## src/common/smcg_pkg.sv

```systemverilog
// Package with the sleep modes, states and timing constants of the clock gate.
package smcg_pkg;

    localparam int MODE_W = 3;

    typedef enum logic [2:0] {
        SMCG_IDLE     = 3'h0,
        SMCG_FROZEN   = 3'h1,
        SMCG_STANDBY  = 3'h2,
        SMCG_STOP     = 3'h3,
        SMCG_DEEP     = 3'h4,
        SMCG_STATIC   = 3'h5,
        SMCG_SHUTDOWN = 3'h6
    } smcg_mode_t;

    typedef enum logic [2:0] {
        SMCG_RUN      = 3'h0,
        SMCG_DRAIN    = 3'h1,
        SMCG_SLEEP    = 3'h2,
        SMCG_WALK     = 3'h3,
        SMCG_WAKE     = 3'h4
    } smcg_state_t;

    // Source restart time on wake before the CPU clock is released.
    localparam int SRC_START_NS = 1000;
    localparam int CLK_PERIOD_NS = 50;
    localparam int SRC_START_CYC =
        (SRC_START_NS + CLK_PERIOD_NS - 1) / CLK_PERIOD_NS;
    localparam int CNT_W = 8;

    localparam logic [2:0] MODE_MAX = 3'h6;
    localparam logic       FLAG_ON  = 1'h1;
    localparam logic       FLAG_OFF = 1'h0;

endpackage : smcg_pkg

```

## src/verilog/smcg_decode.sv

```systemverilog
// Decoder from a sleep mode index to the set of domains that stay running.
`timescale 1ns/1ns
module smcg_decode
(
    input  wire logic [2:0] mode_in,
    output logic            cpu_run_out,
    output logic            hsb_run_out,
    output logic            pb_run_out,
    output logic            src_run_out,
    output logic            rc_run_out,
    output logic            bod_on_out,
    output logic            reg_normal_out,
    output logic            reg_on_out,
    output logic            sync_wake_out,
    output logic            async_wake_out
);

    always_comb
    begin
        cpu_run_out    = 1'h0;
        hsb_run_out    = mode_in < smcg_pkg::SMCG_FROZEN;
        pb_run_out     = mode_in < smcg_pkg::SMCG_STANDBY;
        src_run_out    = mode_in < smcg_pkg::SMCG_STOP;
        rc_run_out     = mode_in < smcg_pkg::SMCG_STATIC;
        bod_on_out     = mode_in < smcg_pkg::SMCG_DEEP;
        reg_normal_out = mode_in < smcg_pkg::SMCG_STOP;
        reg_on_out     = mode_in < smcg_pkg::SMCG_SHUTDOWN;
        sync_wake_out  = mode_in < smcg_pkg::SMCG_STANDBY;
        async_wake_out = mode_in < smcg_pkg::SMCG_SHUTDOWN;
    end

endmodule : smcg_decode

```

## src/verilog/smcg_sync.sv

```systemverilog
// Three-stage synchroniser with agreement of the last two stages.
`timescale 1ns/1ns
module smcg_sync
#(
    parameter int WIDTH = 1
)
(
    input  wire logic             clk_in,
    input  wire logic             rstn_in,
    input  wire logic [WIDTH-1:0] async_in,
    output logic      [WIDTH-1:0] sync_out
);

    typedef struct packed {
        logic [WIDTH-1:0] s1;
        logic [WIDTH-1:0] s2;
        logic [WIDTH-1:0] s3;
        logic [WIDTH-1:0] val;
    } smcg_sync_t;

    smcg_sync_t st_q;
    smcg_sync_t st_d;

    always_comb
    begin
        st_d    = st_q;
        st_d.s1 = async_in;
        st_d.s2 = st_q.s1;
        st_d.s3 = st_q.s2;
        for (int i = 0; i < WIDTH; i++)
        begin
            if (st_q.s2[i] == st_q.s3[i])
            begin
                st_d.val[i] = st_q.s3[i];
            end
        end
    end

    always_ff @(posedge clk_in)
    begin
        if (!rstn_in)
        begin
            st_q <= '0;
        end
        else
        begin
            st_q <= st_d;
        end
    end

    assign sync_out = st_q.val;

endmodule : smcg_sync

```

## src/verilog/smcg_ctrl.sv

```systemverilog
// Sleep mode controller that gates clocks, sources and supplies by mode.
//
// What this block does
// - Index 0 stops only the CPU clock.
// - Index 1 stops CPU and high-speed bus clocks.
// - Index 2 stops all synchronous clocks, sources keep running.
// - Index 3 also stops sources and count timer; regulator low power.
// - Index 4 also turns off the brownout detector.
// - Index 5 also stops the system RC oscillator.
// - Index 6 turns off the regulator; allowed only in 3.3V/1.8V setup.
// - Slow crystal keeps running only if enabled before sleep.
// - CPU passes mode index 0..6 with its sleep request.
// - Count timer clock stops with sources from index 3 upward.
// - Interrupts are synchronous wakes; timer, watchdog, pins are async.
// - Modes 0,1 accept both wake kinds; 2 to 5 async only.
// - In mode 1 synchronous wakes come only from peripheral bus.
// - In mode 5 watchdog wakes only when on pre-enabled slow crystal.
// - Mode 6 wakes only on reset pin, wake pin or async timer.
// - In modes 2 to 5 peripheral clock requests start their clock, source, generic clock and interrupt clock.
// - Async wake during partial wake keeps the requested clock running.
// - Each peripheral request is maskable; all enabled after reset.
// - Partial wake runs interrupt clock; pending interrupt wakes fully.
// - CPU held safe until its bus operations complete before sleep.
// - Peripheral read stalls CPU until earlier writes finish.
// - Wake restarts the CPU and all halted modules.
// - Sleep halts stopped domains regardless of clock mask bits.
`timescale 1ns/1ns
module smcg_ctrl
#(
    parameter int NREQ = 4
)
(
    input  wire logic            clk_in,
    input  wire logic            rstn_in,
    input  wire logic            sleep_req_in,
    input  wire logic [2:0]      sleep_mode_in,
    input  wire logic            cpu_bus_busy_in,
    input  wire logic            pb_read_in,
    input  wire logic            pb_write_pend_in,
    input  wire logic            supply_33_18_in,
    input  wire logic            slow_osc_en_in,
    input  wire logic            wdt_on_slow_osc_in,
    input  wire logic            irq_pending_in,
    input  wire logic            irq_from_pb_in,
    input  wire logic            async_timer_wake_in,
    input  wire logic            watchdog_wake_in,
    input  wire logic            ext_irq_wake_in,
    input  wire logic            ext_reset_wake_in,
    input  wire logic            wake_pin_in,
    input  wire logic            async_wake_enable_reg_wake_in,
    input  wire logic [NREQ-1:0] periph_req_in,
    input  wire logic [NREQ-1:0] periph_power_control_reg_mask_in,
    input  wire logic [NREQ-1:0] cpu_mask_in,
    input  wire logic [NREQ-1:0] hsb_mask_in,
    input  wire logic [NREQ-1:0] pb_mask_in,
    output logic                 cpu_stall_out,
    output logic                 sleeping_out,
    output logic                 partial_wake_out,
    output logic [NREQ-1:0]      cpu_clk_en_out,
    output logic [NREQ-1:0]      hsb_clk_en_out,
    output logic [NREQ-1:0]      pb_clk_en_out,
    output logic                 generic_clock_en_out,
    output logic                 clk_src_en_out,
    output logic                 cpu_count_timer_clock_en_out,
    output logic                 intc_clk_en_out,
    output logic                 slow_crystal_osc_en_out,
    output logic                 system_rc_osc_en_out,
    output logic                 brownout_detector_en_out,
    output logic                 reg_low_power_out,
    output logic                 reg_on_out,
    output logic                 mode_refused_out
);

    typedef struct packed {
        smcg_pkg::smcg_state_t              st;
        logic [2:0]                         mode;
        logic                               osc_pre;
        logic [NREQ-1:0]                    walk_req;
        logic [smcg_pkg::CNT_W-1:0]         cnt;
        logic                               refused;
        logic                               cpu;
        logic [NREQ-1:0]                    cpu_en;
        logic [NREQ-1:0]                    hsb_en;
        logic [NREQ-1:0]                    pb_en;
        logic                               generic_clock;
        logic                               src;
        logic                               rc;
        logic                               brownout_detector;
        logic                               lowp;
        logic                               regon;
        logic                               slow;
        logic                               intc;
    } smcg_state_s_t;

    smcg_state_s_t st_q;
    smcg_state_s_t st_d;

    logic cpu_run;
    logic hsb_run;
    logic pb_run;
    logic src_run;
    logic rc_run;
    logic bod_on;
    logic reg_norm;
    logic reg_on;
    logic sync_ok;
    logic async_ok;
    logic [5:0] pin_s;
    logic [NREQ-1:0] req_s;
    logic async_wake;
    logic sync_wake;
    logic [NREQ-1:0] req_ok;

    smcg_decode u_dec
    (
        .mode_in        (st_q.mode),
        .cpu_run_out    (cpu_run),
        .hsb_run_out    (hsb_run),
        .pb_run_out     (pb_run),
        .src_run_out    (src_run),
        .rc_run_out     (rc_run),
        .bod_on_out     (bod_on),
        .reg_normal_out (reg_norm),
        .reg_on_out     (reg_on),
        .sync_wake_out  (sync_ok),
        .async_wake_out (async_ok)
    );

    smcg_sync #(.WIDTH(6)) u_pin_sync
    (
        .clk_in   (clk_in),
        .rstn_in  (rstn_in),
        .async_in ({async_timer_wake_in, watchdog_wake_in, ext_irq_wake_in,
                    ext_reset_wake_in, wake_pin_in, async_wake_enable_reg_wake_in}),
        .sync_out (pin_s)
    );

    smcg_sync #(.WIDTH(NREQ)) u_req_sync
    (
        .clk_in   (clk_in),
        .rstn_in  (rstn_in),
        .async_in (periph_req_in),
        .sync_out (req_s)
    );

    ////////////////////////////////////////////////////////////////////////

    always_comb
    begin
        if (st_q.mode == smcg_pkg::SMCG_SHUTDOWN)
        begin
            async_wake = pin_s[5] | pin_s[2] | pin_s[1];
        end
        else
        begin
            async_wake = async_ok & (pin_s[5] | pin_s[3] | pin_s[2]
                | pin_s[1] | pin_s[0]
                | (pin_s[4] & ((st_q.mode != smcg_pkg::SMCG_STATIC)
                   | (wdt_on_slow_osc_in & st_q.osc_pre))));
        end
        sync_wake = sync_ok & irq_pending_in
            & ((st_q.mode != smcg_pkg::SMCG_FROZEN) | irq_from_pb_in);
        req_ok = req_s & periph_power_control_reg_mask_in;
    end

    ////////////////////////////////////////////////////////////////////////

    always_comb
    begin
        st_d = st_q;
        case (st_q.st)
            smcg_pkg::SMCG_RUN:
            begin
                st_d.cpu    = smcg_pkg::FLAG_ON;
                st_d.cpu_en = cpu_mask_in;
                st_d.hsb_en = hsb_mask_in;
                st_d.pb_en  = pb_mask_in;
                st_d.generic_clock   = smcg_pkg::FLAG_ON;
                st_d.src    = smcg_pkg::FLAG_ON;
                st_d.rc     = smcg_pkg::FLAG_ON;
                st_d.brownout_detector    = smcg_pkg::FLAG_ON;
                st_d.lowp   = smcg_pkg::FLAG_OFF;
                st_d.regon  = smcg_pkg::FLAG_ON;
                st_d.intc   = smcg_pkg::FLAG_ON;
                st_d.slow   = slow_osc_en_in;
                st_d.refused = smcg_pkg::FLAG_OFF;
                if (sleep_req_in)
                begin
                    if (sleep_mode_in > smcg_pkg::MODE_MAX
                        || (sleep_mode_in == smcg_pkg::SMCG_SHUTDOWN
                            && !supply_33_18_in))
                    begin
                        st_d.refused = smcg_pkg::FLAG_ON;
                    end
                    else
                    begin
                        st_d.mode    = sleep_mode_in;
                        st_d.osc_pre = slow_osc_en_in;
                        st_d.st      = smcg_pkg::SMCG_DRAIN;
                    end
                end
            end
            smcg_pkg::SMCG_DRAIN:
            begin
                if (!cpu_bus_busy_in && !pb_write_pend_in)
                begin
                    st_d.st = smcg_pkg::SMCG_SLEEP;
                end
            end
            smcg_pkg::SMCG_SLEEP, smcg_pkg::SMCG_WALK:
            begin
                st_d.cpu    = cpu_run;
                st_d.cpu_en = '0;
                st_d.hsb_en = hsb_run ? hsb_mask_in : '0;
                st_d.pb_en  = pb_run ? pb_mask_in : '0;
                st_d.generic_clock   = pb_run;
                st_d.src    = src_run;
                st_d.rc     = rc_run;
                st_d.brownout_detector    = bod_on;
                st_d.lowp   = !reg_norm;
                st_d.regon  = reg_on;
                st_d.slow   = st_q.osc_pre;
                st_d.intc   = pb_run;
                if (!pb_run && st_q.mode != smcg_pkg::SMCG_SHUTDOWN
                    && |req_ok)
                begin
                    st_d.st       = smcg_pkg::SMCG_WALK;
                    st_d.walk_req = req_ok;
                    st_d.pb_en    = req_ok & pb_mask_in;
                    st_d.generic_clock     = smcg_pkg::FLAG_ON;
                    st_d.src      = smcg_pkg::FLAG_ON;
                    st_d.intc     = smcg_pkg::FLAG_ON;
                end
                else if (st_q.st == smcg_pkg::SMCG_WALK)
                begin
                    st_d.st       = smcg_pkg::SMCG_SLEEP;
                    st_d.walk_req = '0;
                end
                if (async_wake || sync_wake
                    || (st_q.st == smcg_pkg::SMCG_WALK && irq_pending_in))
                begin
                    st_d.st  = smcg_pkg::SMCG_WAKE;
                    st_d.cnt = '0;
                end
            end
            smcg_pkg::SMCG_WAKE:
            begin
                st_d.hsb_en = hsb_mask_in;
                st_d.pb_en  = pb_mask_in;
                st_d.generic_clock   = smcg_pkg::FLAG_ON;
                st_d.src    = smcg_pkg::FLAG_ON;
                st_d.rc     = smcg_pkg::FLAG_ON;
                st_d.brownout_detector    = smcg_pkg::FLAG_ON;
                st_d.lowp   = smcg_pkg::FLAG_OFF;
                st_d.regon  = smcg_pkg::FLAG_ON;
                st_d.intc   = smcg_pkg::FLAG_ON;
                st_d.slow   = slow_osc_en_in;
                st_d.cnt    = st_q.cnt + 1'h1;
                if (st_q.cnt == smcg_pkg::CNT_W'(smcg_pkg::SRC_START_CYC))
                begin
                    st_d.st       = smcg_pkg::SMCG_RUN;
                    st_d.walk_req = '0;
                end
            end
            default:
            begin
                st_d.st = smcg_pkg::SMCG_RUN;
            end
        endcase
    end

    always_ff @(posedge clk_in)
    begin
        if (!rstn_in)
        begin
            st_q        <= '0;
            st_q.cpu    <= 1'h1;
            st_q.cpu_en <= '1;
            st_q.hsb_en <= '1;
            st_q.pb_en  <= '1;
            st_q.generic_clock   <= 1'h1;
            st_q.src    <= 1'h1;
            st_q.rc     <= 1'h1;
            st_q.brownout_detector    <= 1'h1;
            st_q.regon  <= 1'h1;
            st_q.intc   <= 1'h1;
        end
        else
        begin
            st_q <= st_d;
        end
    end

    ////////////////////////////////////////////////////////////////////////

    assign cpu_stall_out = (pb_read_in & pb_write_pend_in)
        | (st_q.st != smcg_pkg::SMCG_RUN);
    assign sleeping_out  = st_q.st == smcg_pkg::SMCG_SLEEP
        || st_q.st == smcg_pkg::SMCG_WALK;
    assign partial_wake_out = st_q.st == smcg_pkg::SMCG_WALK;
    assign cpu_clk_en_out   = st_q.cpu ? st_q.cpu_en : '0;
    assign hsb_clk_en_out   = st_q.hsb_en;
    assign pb_clk_en_out    = st_q.pb_en;
    assign generic_clock_en_out = st_q.generic_clock;
    assign clk_src_en_out   = st_q.src;
    assign cpu_count_timer_clock_en_out = st_q.src;
    assign intc_clk_en_out  = st_q.intc;
    assign slow_crystal_osc_en_out  = st_q.slow;
    assign system_rc_osc_en_out     = st_q.rc;
    assign brownout_detector_en_out = st_q.brownout_detector;
    assign reg_low_power_out = st_q.lowp;
    assign reg_on_out       = st_q.regon;
    assign mode_refused_out = st_q.refused;

    ////////////////////////////////////////////////////////////////////////

    a_idle_hsb_runs: assert property (@(posedge clk_in) disable iff (!rstn_in)
        (st_q.st == smcg_pkg::SMCG_SLEEP && st_q.mode == smcg_pkg::SMCG_IDLE)
        |-> ##1 (hsb_clk_en_out == hsb_mask_in))
        else $error("idle stopped the bus clock");
    a_frozen_hsb_off: assert property (@(posedge clk_in) disable iff (!rstn_in)
        (sleeping_out && st_q.mode == smcg_pkg::SMCG_FROZEN
         && $past(sleeping_out))
        |-> hsb_clk_en_out == '0 && generic_clock_en_out)
        else $error("frozen mode gating wrong");
    a_stop_src_off: assert property (@(posedge clk_in) disable iff (!rstn_in)
        (st_q.st == smcg_pkg::SMCG_SLEEP
         && $past(st_q.st) == smcg_pkg::SMCG_SLEEP
         && st_q.mode == smcg_pkg::SMCG_STOP)
        |-> !clk_src_en_out && reg_low_power_out
            && system_rc_osc_en_out)
        else $error("stop mode gating wrong");
    a_shutdown_guard: assert property (@(posedge clk_in) disable iff (!rstn_in)
        (st_q.st == smcg_pkg::SMCG_RUN && sleep_req_in && !supply_33_18_in
         && sleep_mode_in == smcg_pkg::SMCG_SHUTDOWN)
        |=> mode_refused_out && st_q.st == smcg_pkg::SMCG_RUN)
        else $error("shutdown entered without supply config");
    a_drain_hold: assert property (@(posedge clk_in) disable iff (!rstn_in)
        (st_q.st == smcg_pkg::SMCG_DRAIN && cpu_bus_busy_in)
        |=> st_q.st == smcg_pkg::SMCG_DRAIN)
        else $error("sleep entered with bus busy");
    a_pb_stall: assert property (@(posedge clk_in) disable iff (!rstn_in)
        (pb_read_in && pb_write_pend_in) |-> cpu_stall_out)
        else $error("read not stalled behind writes");
    a_cpu_last: assert property (@(posedge clk_in) disable iff (!rstn_in)
        $rose(st_q.st == smcg_pkg::SMCG_WAKE)
        |-> (!st_q.cpu)[*3] ##0 clk_src_en_out)
        else $error("cpu clock released too early");
    // slow crystal kept only if pre-enabled
    a_slow_osc_pre: assert property (@(posedge clk_in) disable iff (!rstn_in)
        (sleeping_out && $past(sleeping_out))
        |-> slow_crystal_osc_en_out == st_q.osc_pre)
        else $error("slow crystal state wrong in sleep");

endmodule : smcg_ctrl

```

## config.mk

```make
export PLATFORM = sky130hd
export DESIGN_NAME = smcg_ctrl
export DESIGN_NICKNAME = d
export VERILOG_FILES = /design/src/common/smcg_pkg.sv /design/src/verilog/smcg_decode.sv /design/src/verilog/smcg_sync.sv /design/src/verilog/smcg_ctrl.sv
export SDC_FILE = /design/constraint.sdc
export NUM_CORES = 1
export LEC_CHECK = 0
export BUFFER_PORTS_ARGS = -buffer_cell sky130_fd_sc_hd__buf_4
export CAP_MARGIN = 20
export CORE_MARGIN = 10
export CORE_UTILIZATION = 56
export DETAILED_ROUTE_END_ITERATION = 6
export GPL_TIMING_DRIVEN = 0
export PLACE_DENSITY = 0.86
export RECOVER_POWER = 25
export SLEW_MARGIN = 10
export SYNTH_ARGS = -nofsm -noshare
export SYNTH_HDL_FRONTEND = slang
export SYNTH_SLANG_ARGS = --single-unit
```

## constraint.sdc

```tcl
create_clock -name clk_in -period 2.8 [get_ports clk_in]
set_clock_uncertainty 0.2 [all_clocks]
set_input_delay 0.56 -clock clk_in [delete_from_list [all_inputs] [get_ports clk_in]]
set_output_delay 0.56 -clock clk_in [all_outputs]
set_load 0.01 [all_outputs]
```

# After elaboration in Yosys (flattened, before gate mapping)
# Index checks and enable logic that the tools add are counted.
# totals
register_bits	77
elab_cells	131
in_bits	40
# classes
n_reduce_logical	25
bitwise_logic	19
n_addsub	1
n_lt_le_gt_ge	7
n_eq_ne	26
n_mux	20
# op_table
op	count
$pmux 16 s2	1
$pmux 8 s2	1
$mux 3	5
$mux 7	2
$mux 4	3
$pmux 3 s4	1
$eq 1x1->1	10
$ne 2x2->1 const B	5
$or 1x1->1	10
$pmux 5 s2	1
$eq 3x3->1 const B	3
$lt 3x3->1 const B	3
$add 8x1->8 const B	1
$and 4x4->4	2
$eq 8x5->1 const B	1
$mux 8	1
$and 1x1->1	6
$eq 3x2->1 const B	2
$lt 3x2->1 const B	2
$mux 6	1
$ne 3x3->1 const B	2
$reduce_bool 2->1	3
$logic_and 1x1->1	5
$logic_not 1->1	5
15 further kinds	22

# Depth between registers and ports, before layout
# depth
word_depth	11
mapped_depth	7
ltp_nobuf	6

# Cells and area by module
# A second synthesis with hierarchy kept.
# unflattened
hier_cells	344
hier_area_um2	3153.0
# by_module_without_submodules
module	cells_per_inst	area_per_inst_um2	instances
smcg_ctrl	220	1820.5	1
smcg_sync (u_pin_sync)	68	755.7	1
smcg_sync (u_req_sync)	45	511.7	1
smcg_decode	11	65.1	1

# Worst setup path before layout
# Ideal clock, no wire load.
# synth_path
kind	input to register
startpoint	input port wdt_on_slow_osc_in
endpoint	register st_q[25] in the netlist's numbering
setup_ps	86
stages	5
setup_slack_ps	1033
arrival_time_ps	1481
required_ps	2514
path_buffers	0
cell_sequence	nand2_1 a31oi_1 o41ai_4 a21oi_4 a221oi_2
# synth_via
elab_chain_len	10
# synth_rtl
item	line_no	source
from (decl)	smcg_ctrl.sv:42	input wire logic wdt_on_slow_osc_in,
$and 1x1->1	smcg_ctrl.sv:159	| (wdt_on_slow_osc_in & st_q.osc_pre))));
$or 1x1->1	smcg_ctrl.sv:159	
$and 1x1->1	smcg_ctrl.sv:158	| (pin_s[4] & ((st_q.mode != smcg_pkg::SMCG_STATIC)
$or 1x1->1	smcg_ctrl.sv:158	
$and 1x1->1	smcg_ctrl.sv:156	async_wake = async_ok & (pin_s[5] | pin_s[3] | pin_s[2]
$mux 1	smcg_ctrl.sv:150	if (st_q.mode == smcg_pkg::SMCG_SHUTDOWN)
$logic_or 1x1->1	smcg_ctrl.sv:239	if (async_wake || sync_wake
$logic_or 1x1->1	smcg_ctrl.sv:240	|| (st_q.st == smcg_pkg::SMCG_WALK && irq_pending_in))
$ne 2x2->1 (no source line)	-	
$reduce_and 2->1 (no source line)	-	
to (signal assigned)	smcg_ctrl.sv:290	st_q <= st_d;
to (decl)	smcg_ctrl.sv:95	smcg_state_s_t st_q;
# No other way between the ends.
# A chain may end at the register's enable or synchronous reset.

# Worst setup path after layout
# layout_path
startpoint	register st_q[39] in the netlist's numbering
endpoint	output port cpu_stall_out
# layout_via
elab_chain_len	2
# layout_rtl
item	line_no	source
$reduce_bool 3->1	smcg_ctrl.sv:297	| (st_q.st != smcg_pkg::SMCG_RUN);
$or 1x1->1	smcg_ctrl.sv:297	
to (decl)	smcg_ctrl.sv:56	output logic cpu_stall_out,
# No other way between the ends.

==> summary.md <==
| Metric | Value |
|---|---|
| RSZ-0062 raised after global routing | `false` |
| Gate Count Post-Synth | `326` |
| Critical Path Stages | `4` |
| DR WL met2 | `between 3 and 4 mm` |
| Final nets | `approximately 440` |
| Worst Path Required | `about 2 ns` |
| Fin. Hold Viols | `0` |
| Initial Util | `0.5856` |
| H-Tree Depth | `3` |
| Non-Filler Instances | `roughly 480` |
| Via count | `2,485` |
| Iter 0 DRT Violations | `between 100 and 150` |
| Final global-route overflow total | `0` |
| Final Slew Violations | `0` |
| Worst-path clk slew | `~0.08 ns` |
| Peak VDD IR | `0.5179 mV` |
| Initial antenna violation count | `0` |
| Post-synth top area share | `0.5023` |
| Leading area contributor after synthesis | `dfxtp_1` |
| Clock buffer depth | `2` |
| Setup TNS | `0 ns` |
| Data arrival, critical path | `1.67 ns` |
| Crit end category | `output port` |
| Mean Syn Cell Area | `roughly 9.3 um2` |
| Hold Path Sink | `u_pin_sync.st_d[14]$_SDFF_PN0_` |
| RR Endpoint | `st_q[34]$_SDFFE_PN0P_` |
| Hold Path Stages | `2` |
| Crit path time final | `2.434 ns` |
| Gp weighted congestion | `0.8457` |
| LEAKAGE | `0.001645 uW` |
| Worst path slowest cell | `nor3_2` |
| Sink Count | `76` |
| #FFs+latches synth | `76` |
| CP Max Fanout | `10` |
| Main synth FF type | `dfxtp_1` |
| Die W | `roughly 94 um` |
| CTS buffer count | `9` |
| Yosys warnings | `0` |
| Run status | `complete, no violations` |
| WP buf/inv | `2` |
| Post-CTS Hold Fix Bufs | `0` |
| Maxcap violations | `0` |
| CTS tree | `done` |
| Vias in the first global route | `2,475` |
| R2R Setup Slk | `0.77 ns` |
| PostCTS Resize Cnt | `0` |
| Highest Signal Layer | `met4` |
| Core ar. | `5172 um2` |
| Final setup fails | `0` |
| Final core occ | `0.7356` |
| IO buf count | `63` |
| Vias per cell | `5.232` |
| Fmax | `410.9 MHz` |
| Period utilization | `0.8693` |
| Total power | `2312 uW` |
| Hold Startpoint | `ext_reset_wake_in` |
| Cells taking the most area after synthesis | `dfxtp_1 50%, and2_1 8.1%, nand2_1 6.4%` |
| WL met3 | `470 um` |
| Tightest Pin Transition | `0.5801 ns` |
| Post-synth top cells | `76 x dfxtp_1, 52 x nand2_1, 39 x and2_1` |
| Worst setup SP type | `flop` |
| Worst-Skew Late Latency | `0.35 ns` |
| Syn-to-layout area delta | `25.61%` |
| Netlist cell types | `44` |
| Clk root buf | `clkbuf_8` |
| Fillers | `between 300 and 400` |
| Crit-path cells | `buf_1 > nor3_2 > nand2_1 > buf_4` |
| Number of cell rows | `26` |
| FF/Latch Area | `around 1500 um2` |
| Placed Cells | `459` |
| Antenna Nets Post-Route | `0` |
| Share of flip-flops with an asynchronous set or reset | `0` |
| DIE AREA | `8751 um2` |
| Diode count | `0` |
| Setup Buffers After CTS | `0` |
| DRC Markers | `0` |
| Area of the mapped netlist | `slightly above 3000 um2` |
| Most common cell in the synthesized netlist | `dfxtp_1` |
| WL met1 | `2.943 mm` |
| Die height | `93.55 um` |
| Share of layout cells above drive strength 1 | `0.2519` |
| R2R Path Start | `st_q[39]$_SDFFE_PN0P_` |
| First-pass GRT wire length | `11.39 mm` |
| Largest net degree at the start of global routing | `14` |
| Wire per inst | `14.47 um` |
| Number of flops mapped to enable cells by yosys | `0` |
| Pwr/cell area | `607.7 nW/um2` |
| Hold crit path type | `primary input to flop` |
| WL final | `6.873 mm` |
| Area of the multi-input gates | `approximately 1300 um2` |
| Relative slew slack | `0.6133` |
| Syn Nets | `368` |
| Gr usage total | `0.1624` |
| Worst R2R Path Depth | `5` |
| Delay-heaviest family, CP | `simple AND/OR/NAND/NOR gates` |
| Hpwl dp | `between 5 and 6 mm` |
| Crit path largest cell delay | `0.48 ns` |
| Type of the worst setup path | `flop to output port` |
| Seq/Total Area, Yosys | `0.5023` |
| I/O Pins | `65` |
| Drt pass-1 iters | `4` |
final cells by class:
type / count / area share
Buffer: 24 / 0.03749
Clock inverter: 6 / 0.02302
Tap cell: 70 / 0.02302
Timing Repair Buffer: 63 / 0.1243
Multi-Input combinational cell: 219 / 0.3519
Inverter: 7 / 0.006906
Sequential cell: 76 / 0.3999
Clock buffer: 10 / 0.03354
worst register-to-register path, cell delays in order (launching register included):
cell,delay (ns)
dfxtp_1,0.35
buf_1,0.25
nor3_2,0.48
nand3_1,0.35
mux2i_1,0.25
nor2b_1,0.06
stage by stage:
step	setup slack [ns]	instance area, um2	hold WS, ns
floorplan	1.033	3029	0.2119
global placement	0.7795	3590	0.2139
detailed placement	0.7522	3590	0.2177
CTS	0.3633	3805	0.2054
global route	0.2384	3805	0.2009
finish	0.3660	3805	0.2144
where the power goes:
| part | internal (uW) | total, uW | switching (uW) |
|---|---|---|---|
| logic | 138 | 259 | 122 |
| registers | 1130 | 1150 | 25.2 |
| clock network | 504 | 902 | 398 |
worst max-delay path by stage:
stage / from / to / slack [ns]
2_1_floorplan: wdt_on_slow_osc_in / st_q[25]$_SDFFE_PN0P_ / 1.03
3_3_place_gp: st_q[39]$_SDFFE_PN0P_ / cpu_stall_out / 0.78
3_5_place_dp: st_q[39]$_SDFFE_PN0P_ / cpu_stall_out / 0.75
4_1_cts: st_q[39]$_SDFFE_PN0P_ / cpu_stall_out / 0.36
5_1_grt: st_q[39]$_SDFFE_PN0P_ / cpu_stall_out / 0.24
6_report: st_q[39]$_SDFFE_PN0P_ / cpu_stall_out / 0.37
layer usage:
metal | vias to the layer above | global-route usage
met5 | - | 0
met4 | 0 | 0.07595
met1 | 1147 | 0.1808
met2 | 79 | 0.2761
li1 | 1245 | -
met3 | 14 | 0.05116
flip-flops by register name, summed over array words and instances, names as in the netlist, 4 cells and up:
signal and cells:
hsb_clk_en_out 4, u_req_sync.st_q 4, st_q 20, u_req_sync.st_d 8
u_pin_sync.st_q 6, u_pin_sync.st_d 12, pb_clk_en_out 4, u_req_sync.sync_out 4
u_pin_sync.sync_out 6
cells in the final DEF (no fill, tap or decap), types with 2 or more instances in the layout:
cell type,n
nor2_1,11
nor3b_2,2
nor2b_1,6
a22oi_1,4
o22ai_1,5
clkbuf_1,12
bufinv_16,2
buf_4,73
a21boi_0,12
ha_1,2
nand2_1,52
a41oi_1,2
and2_0,6
a221oi_2,2
nand4_1,2
a21oi_1,2
nand3_1,22
buf_6,2
mux2i_1,5
and2_1,33
clkinv_2,2
nand2b_1,4
inv_1,6
o21ai_0,18
dfxtp_1,76
o211ai_1,4
a31oi_1,4
clkbuf_8,9
xor2_1,2
nor3b_1,2
a21o_1,2
cells by family after synthesis:
kind of cell	count (synthesis)	share of synthesized area
mux	6	0.02024
xor+xnor	2	0.005784
buf+inv	31	0.05576
fa+ha+maj	2	0.008260
compound gates	62	0.1549
simple gates	147	0.2528
flops	76	0.5023
(Power assumes the default switching activity.)
